===== config.mk =====
export PLATFORM = sky130hd
export DESIGN_NAME = ppm_port
export DESIGN_NICKNAME = d
export VERILOG_FILES = /design/src/core/ppm_pkg.sv /design/src/core/ppm_sync_if.sv /design/src/core/ppm_port.sv /design/src/core/ppm_sync.sv
export SDC_FILE = /design/constraint.sdc
export NUM_CORES = 1
export LEC_CHECK = 0
export BUFFER_PORTS_ARGS = -buffer_cell sky130_fd_sc_hd__clkbuf_2
export CORE_UTILIZATION = 57
export CTS_CLUSTER_SIZE = 10
export DETAILED_ROUTE_END_ITERATION = 8
export PLACE_DENSITY = 0.88
export SLEW_MARGIN = 20
export SYNTH_ARGS = -nofsm -noshare
export SYNTH_HDL_FRONTEND = slang
export SYNTH_HIERARCHICAL = 1
export SYNTH_SLANG_ARGS = --single-unit

===== constraint.sdc =====
create_clock -name CLK -period 2.9 [get_ports CLK]
set_clock_uncertainty 0.2 [all_clocks]
set_input_delay 0.145 -clock CLK [delete_from_list [all_inputs] [get_ports CLK]]
set_output_delay 0.145 -clock CLK [all_outputs]
set_load 0.05 [all_outputs]

===== src/core/ppm_pkg.sv =====
// Package for the printer port pin mapping block.
// Assumes a single 25 MHz clock and a plain register port.
package ppm_pkg;
   localparam int ADDR_W = 3;
   localparam int DATA_W = 8;
   // Register offsets
   localparam logic [2:0] REG_DATA = 3'h0;
   localparam logic [2:0] REG_STATUS = 3'h1;
   localparam logic [2:0] REG_CONTROL = 3'h2;
   localparam logic [2:0] REG_CONFIG = 3'h3;
   // Status register bit positions
   localparam int STS_FAULT = 3;
   localparam int STS_ONLINE = 4;
   localparam int STS_EMPTY = 5;
   localparam int STS_ACCEPT = 6;
   localparam int STS_READY = 7;
   // Control register bit positions
   localparam int CTL_LATCH = 0;
   localparam int CTL_LINEFEED = 1;
   localparam int CTL_RESET = 2;
   localparam int CTL_SELECT = 3;
   localparam int CTL_DIR = 5;
   // Config register bit positions
   localparam int CFG_ALF_OD = 0;
   // Reset values
   localparam logic [7:0] CONTROL_RST = 8'h04;
   localparam logic [7:0] DATA_RST = 8'h00;
   localparam logic [7:0] CONFIG_RST = 8'h00;
   localparam logic [7:0] ZERO_BYTE = 8'h00;
endpackage : ppm_pkg


===== src/core/ppm_sync_if.sv =====
// Interface carrying raw and synchronised printer inputs.
// Assumes both ends run on the same clock.
`timescale 1ns/1ps
`default_nettype none
interface ppm_sync_if;
   logic [12:0] raw;
   logic [12:0] synced;
   modport sync (input raw, output synced);
   modport user (output raw, input synced);
endinterface : ppm_sync_if
`default_nettype wire


===== src/core/ppm_port.sv =====
// Standard-mode printer port: data, status and control pin mapping.
// Assumes one clock, synchronous reset, plain register port.
// Functional notes
// RULE1 - Status bit 4 reads online pin
// RULE2 - Status bit 5 reads media empty
// RULE3 - Status bit 7 is inverted busy
// RULE4 - Status bit 6 reads acknowledge pin
// RULE5 - Status bit 3 reads fault pin
// RULE6 - Linefeed pin is inverse control bit 1
// RULE7 - Strobe pin is inverse control bit 0
// RULE8 - Linefeed pin optionally open-drain
// RULE9 - Printer reset pin follows control bit 2
// RULE10 - Select pin is inverse control bit 3
// RULE11 - Data lines bidirectional, direction selectable
// RULE12 - Printer holds status inputs while valid
//
// Our own choices: the address-and-strobe port and the register offsets.
`timescale 1ns/1ps
`default_nettype none
module ppm_port
   import ppm_pkg::*;
(
   input wire logic CLK,                          // Clock, 25 MHz
   input wire logic RST,                          // Sync reset, high
   input wire logic [ppm_pkg::ADDR_W-1:0] ADDR,   // Register address
   input wire logic [ppm_pkg::DATA_W-1:0] WDATA,  // Write data
   input wire logic WR,                           // Write strobe
   input wire logic RD,                           // Read strobe
   output logic [ppm_pkg::DATA_W-1:0] RDATA,      // Read data, next cycle
   input wire logic [7:0] PORT_DATA_LINES_I,      // Data lines in
   output logic [7:0] PORT_DATA_LINES_O,          // Data lines out
   output logic PORT_DATA_LINES_OE,               // Data lines drive
   input wire logic PRINTER_ONLINE_IN,            // Online status
   input wire logic MEDIA_EMPTY_IN,               // Out of paper
   input wire logic PRINTER_BUSY_IN,              // Not ready
   input wire logic PRINTER_ACCEPTED_N,           // Acknowledge, low
   input wire logic PRINTER_FAULT_N,              // Fault, low
   output logic AUTO_LINEFEED_N_O,                // Linefeed out
   output logic AUTO_LINEFEED_N_OE,               // Linefeed drive
   output logic DATA_LATCH_PULSE_N,               // Strobe, low
   output logic PRINTER_RESET_N,                  // Printer init, low
   output logic PRINTER_SELECT_N                  // Select, low
);
   import ppm_pkg::*;

   typedef struct packed {
      logic [7:0] data;
      logic [7:0] ctrl;
      logic [7:0] cfg;
      logic [7:0] rdata;
   } ppm_state_s;

   ppm_state_s st_r, st_nxt;
   ppm_sync_if sif ();
   logic [7:0] pd_in;
   logic online_s, empty_s, busy_s, accept_s, fault_s;
   logic [7:0] status_v;

   assign sif.raw = {PRINTER_FAULT_N, PRINTER_ACCEPTED_N, PRINTER_BUSY_IN,
                     MEDIA_EMPTY_IN, PRINTER_ONLINE_IN, PORT_DATA_LINES_I};

   ppm_sync u_sync (
      .CLK (CLK),
      .RST (RST),
      .sif (sif)
   );

   // Printer holds these levels while true, so a synced sample is current [RULE12]
   assign pd_in = sif.synced[7:0];
   assign online_s = sif.synced[8];
   assign empty_s = sif.synced[9];
   assign busy_s = sif.synced[10];
   assign accept_s = sif.synced[11];
   assign fault_s = sif.synced[12];

   always_comb begin
      status_v = ZERO_BYTE;
      status_v[STS_FAULT] = fault_s;   // [RULE5]
      status_v[STS_ONLINE] = online_s; // [RULE1]
      status_v[STS_EMPTY] = empty_s;   // [RULE2]
      status_v[STS_ACCEPT] = accept_s; // [RULE4]
      status_v[STS_READY] = ~busy_s;   // [RULE3]
   end

   always_comb begin
      st_nxt = st_r;
      st_nxt.rdata = ZERO_BYTE;
      if (WR) begin
         unique case (ADDR)
            REG_DATA: st_nxt.data = WDATA;
            REG_CONTROL: st_nxt.ctrl = WDATA;
            REG_CONFIG: st_nxt.cfg = WDATA;
            default: ;
         endcase
      end
      if (RD) begin
         unique case (ADDR)
            // Input direction returns the pins, output returns the latch [RULE11]
            REG_DATA: st_nxt.rdata = st_r.ctrl[CTL_DIR] ? pd_in : st_r.data;
            REG_STATUS: st_nxt.rdata = status_v;
            REG_CONTROL: st_nxt.rdata = st_r.ctrl;
            REG_CONFIG: st_nxt.rdata = st_r.cfg;
            default: st_nxt.rdata = ZERO_BYTE;
         endcase
      end
   end

   always_ff @(posedge CLK) begin
      if (RST) begin
         st_r.data <= DATA_RST;
         st_r.ctrl <= CONTROL_RST;
         st_r.cfg <= CONFIG_RST;
         st_r.rdata <= ZERO_BYTE;
      end else begin
         st_r <= st_nxt;
      end
   end

   assign RDATA = st_r.rdata;
   assign PORT_DATA_LINES_O = st_r.data;                 // [RULE11]
   assign PORT_DATA_LINES_OE = ~st_r.ctrl[CTL_DIR];      // [RULE11]
   assign DATA_LATCH_PULSE_N = ~st_r.ctrl[CTL_LATCH];    // [RULE7]
   assign PRINTER_RESET_N = st_r.ctrl[CTL_RESET];        // [RULE9]
   assign PRINTER_SELECT_N = ~st_r.ctrl[CTL_SELECT];     // [RULE10]
   // Open-drain: drive only the low level [RULE8]
   assign AUTO_LINEFEED_N_O = ~st_r.ctrl[CTL_LINEFEED];  // [RULE6]
   assign AUTO_LINEFEED_N_OE = st_r.cfg[CFG_ALF_OD] ? st_r.ctrl[CTL_LINEFEED] : 1'b1; // [RULE8]
endmodule // ppm_port
`default_nettype wire


===== src/core/ppm_sync.sv =====
// Two-flop synchroniser for the printer-side inputs.
// Assumes inputs are asynchronous to CLK.
`timescale 1ns/1ps
`default_nettype none
module ppm_sync (
   input wire logic CLK,  // Clock
   input wire logic RST,  // Sync reset
   ppm_sync_if.sync sif   // Raw in, synced out
);
   typedef struct packed {
      logic [12:0] s1;
      logic [12:0] s2;
   } ppm_sync_s;
   ppm_sync_s st_r, st_nxt;
   always_comb begin
      st_nxt.s1 = sif.raw;
      st_nxt.s2 = st_r.s1;
   end
   always_ff @(posedge CLK) begin
      if (RST) begin
         st_r <= '0;
      end else begin
         st_r <= st_nxt;
      end
   end
   assign sif.synced = st_r.s2;
endmodule // ppm_sync
`default_nettype wire


==> run metrics <==
Arr. time, crit path=1830 ps; top cells by count, synth=dfxtp_1 (58), nand2_1 (33), nor2b_1 (24); worst path required time=2970 ps; Post-DRT Antenna Nets=0; maximum vdd ir drop=0.4736 mV; combinational fraction of design power=0.082; post-synthesis cell type count=27; clock-pin slew on the worst setup and hold paths=60 ps; worst hold path type=input port to flop; Fmax=571.1 MHz; RSZ-0062 raised after global routing=false; DP Area=2379 µm²; Worst path top cell family by delay=simple AND/OR/NAND/NOR gates; DR vias=1,715; Max Cap Viol=0; Post CTS Setup Buffer Count=0; crit share post-route=0.6038; Root Driver=clkbuf_8; worst-path cell with the longest stage delay=dlygate4sd3_1; EDFF count, synth=0; Synth Register Bits=58; Syn Area/Cell=9.971 µm²; TritonCTS clock tree=done; Top FF cell, synth=dfxtp_1; Critical Path Source Type=input port; Port Buffers=49; worst skew pair latency=340 ps; critical-path cell list=dlygate4sd3_1, clkbuf_2, nor3b_2, nor3b_2, a221o_1; die area=4191 µm²; P_int=0.001279 W; CTS buffer count=9; Final nets=311; vias per inst=5.104; Core ar.=3716 µm²; final slew viol count=0; top post-synthesis cells by area=dfxtp_1 (52%), mux2i_1 (8.0%), nor2b_1 (6.7%); initial antenna violation count=0; most used cell, CP=nor3b_2; PnR Total Power=0.001667 W; dpl hpwl=2840 µm; largest net degree at the start of global routing=50; die width=64.74 µm; cell with the most instances after synthesis=dfxtp_1; final RePlAce weighted congestion=0.8699; DIE HEIGHT=64.74 µm; wirelength, routed=4666 µm; Synth area leader=dfxtp_1; gr usage total=0.2555; Buf+Inv Stages, Crit Path=2; sequential fraction of the synthesis area=0.5176; Synthesized Nets=253; leak pwr=1.154 nW; first-pass GRT wire length=7562 µm; Sequential Power Share=0.499; CTS Hold Bufs=23; grt total ovfl=0; Post-synth ARST share=0; share of layout cells above drive strength 1=0.2569; io pins=50; WHS=40.62 ps; Sw Share=0.2329; final setup violation count=0; synth warn=6; clock share of power=0.420; Worst-Margin Slew=528.2 ps; H-tree levels=3; final hold viol count=0; post-cts resize count=0; setup TNS=0 ps; Final Cell Area=2795 µm²; drt drc=0; drt first pass iters=4; worst rel slew slack=0.6474; final worst path period need=1751 ps; Worst setup EP type=flop; clk buf depth=2; clock sink count=58; number of cell rows=22; CP peak stage delay=540 ps; drt wl/cell=13.89 µm; Post-Synthesis Cells=225; Pwr Density=596.4 nW/µm²; Initial Util=0.6037; ANT cells=0; NetSw=0.0003882 W; WS Path Type=input port to flop; CP Max Fanout=5; fillers=260; status=completed; initial DRC count=104; Synth top area share=0.5176; Syn Std Cell Area=2243 µm²; number of global-route vias before repair=1,650; area grow syn2layout=24.60%
logic make-up after synthesis:
family                 Yosys count  synth area share
flip-flops                      58            0.5176
multiplexers                    23            0.1054
buffers and inverters           32           0.09370
AND/OR/NAND/NOR                 87            0.2147
AO/OA/AOI/OAI                   25           0.06860
flip-flops by register name, indices dropped and copies added, names as in the netlist:
name	count
PRINTER_RESET_N	1
RDATA	8
u_sync/st_nxt	13
u_sync/sif.synced	13
PORT_DATA_LINES_O	8
st_r	15
power groups by stage:
| stage | combinational, W | clock [W] | sequential, W |
|---|---|---|---|
| 6_report | 0.000136 | 0.000700 | 0.000831 |
| 5_1_grt | 0.000146 | 0.000760 | 0.000833 |
| 4_1_cts | 0.000133 | 0.000711 | 0.000831 |
| 3_5_place_dp | 0.000109 | 0 | 0.000849 |
| 3_3_place_gp | 0.000107 | 0 | 0.000848 |
| 2_1_floorplan | 0.0000790 | 0 | 0.000846 |
through the flow:
| stage | utilization | setup WS (ps) | std cells |
|---|---|---|---|
| final | 0.7522 | 1149 | 336 |
| after global routing | 0.7522 | 1100 | 336 |
| after CTS | 0.7522 | 1195 | 336 |
| after detailed placement | 0.6401 | 1136 | 297 |
| after global placement | 0.6401 | 1206 | 297 |
| after floorplan | - | 1423 | 225 |
path summary, 6_finish.rpt:
check,from,end,slack [ps],cells past startpoint
max,RST,RDATA[4],1150,5
min,RD,RDATA[0],40,3
max reg2reg,st_r[21],RDATA[4],1170,2
min reg2reg,u_sync/st_nxt[2],u_sync/sif.synced[2],230,1
cell type report:
type                    count  area (µm²)  share of cell area
repair buffers             74       490.5              0.1755
clock inverters             5       55.05             0.01970
well taps                  48       60.06             0.02149
inverters                   5       18.77            0.006714
multi-input cells         135       878.3              0.3142
clock buffers              11       131.4             0.04700
flip-flops and latches     58        1161              0.4154
placed cells by master (no fill, tap or decap), types with 3 or more instances in the layout:
| cell | n |
|---|---|
| clkbuf_2 | 49 |
| a21oi_1 | 17 |
| clkbuf_8 | 9 |
| dfxtp_1 | 58 |
| mux2i_1 | 18 |
| a221o_1 | 5 |
| mux2_2 | 5 |
| o22ai_1 | 3 |
| dlygate4sd3_1 | 23 |
| nor2_1 | 13 |
| nand2_1 | 33 |
| nor2b_1 | 24 |
| and2_1 | 3 |
| inv_1 | 5 |
tightest hold or removal path: cells and delay by family:
kind	cells	cell delay, ps
AND/OR/NAND/NOR	2	300
buffers and inverters	1	90
layer usage:
metal / global-route usage / part of all wire
met5: 0 / 0
met4: 0.1528 / 0.025
met3: 0.1092 / 0.060
met2: 0.4258 / 0.52
met1: 0.2641 / 0.39
Power figures use the tool's default switching activity.
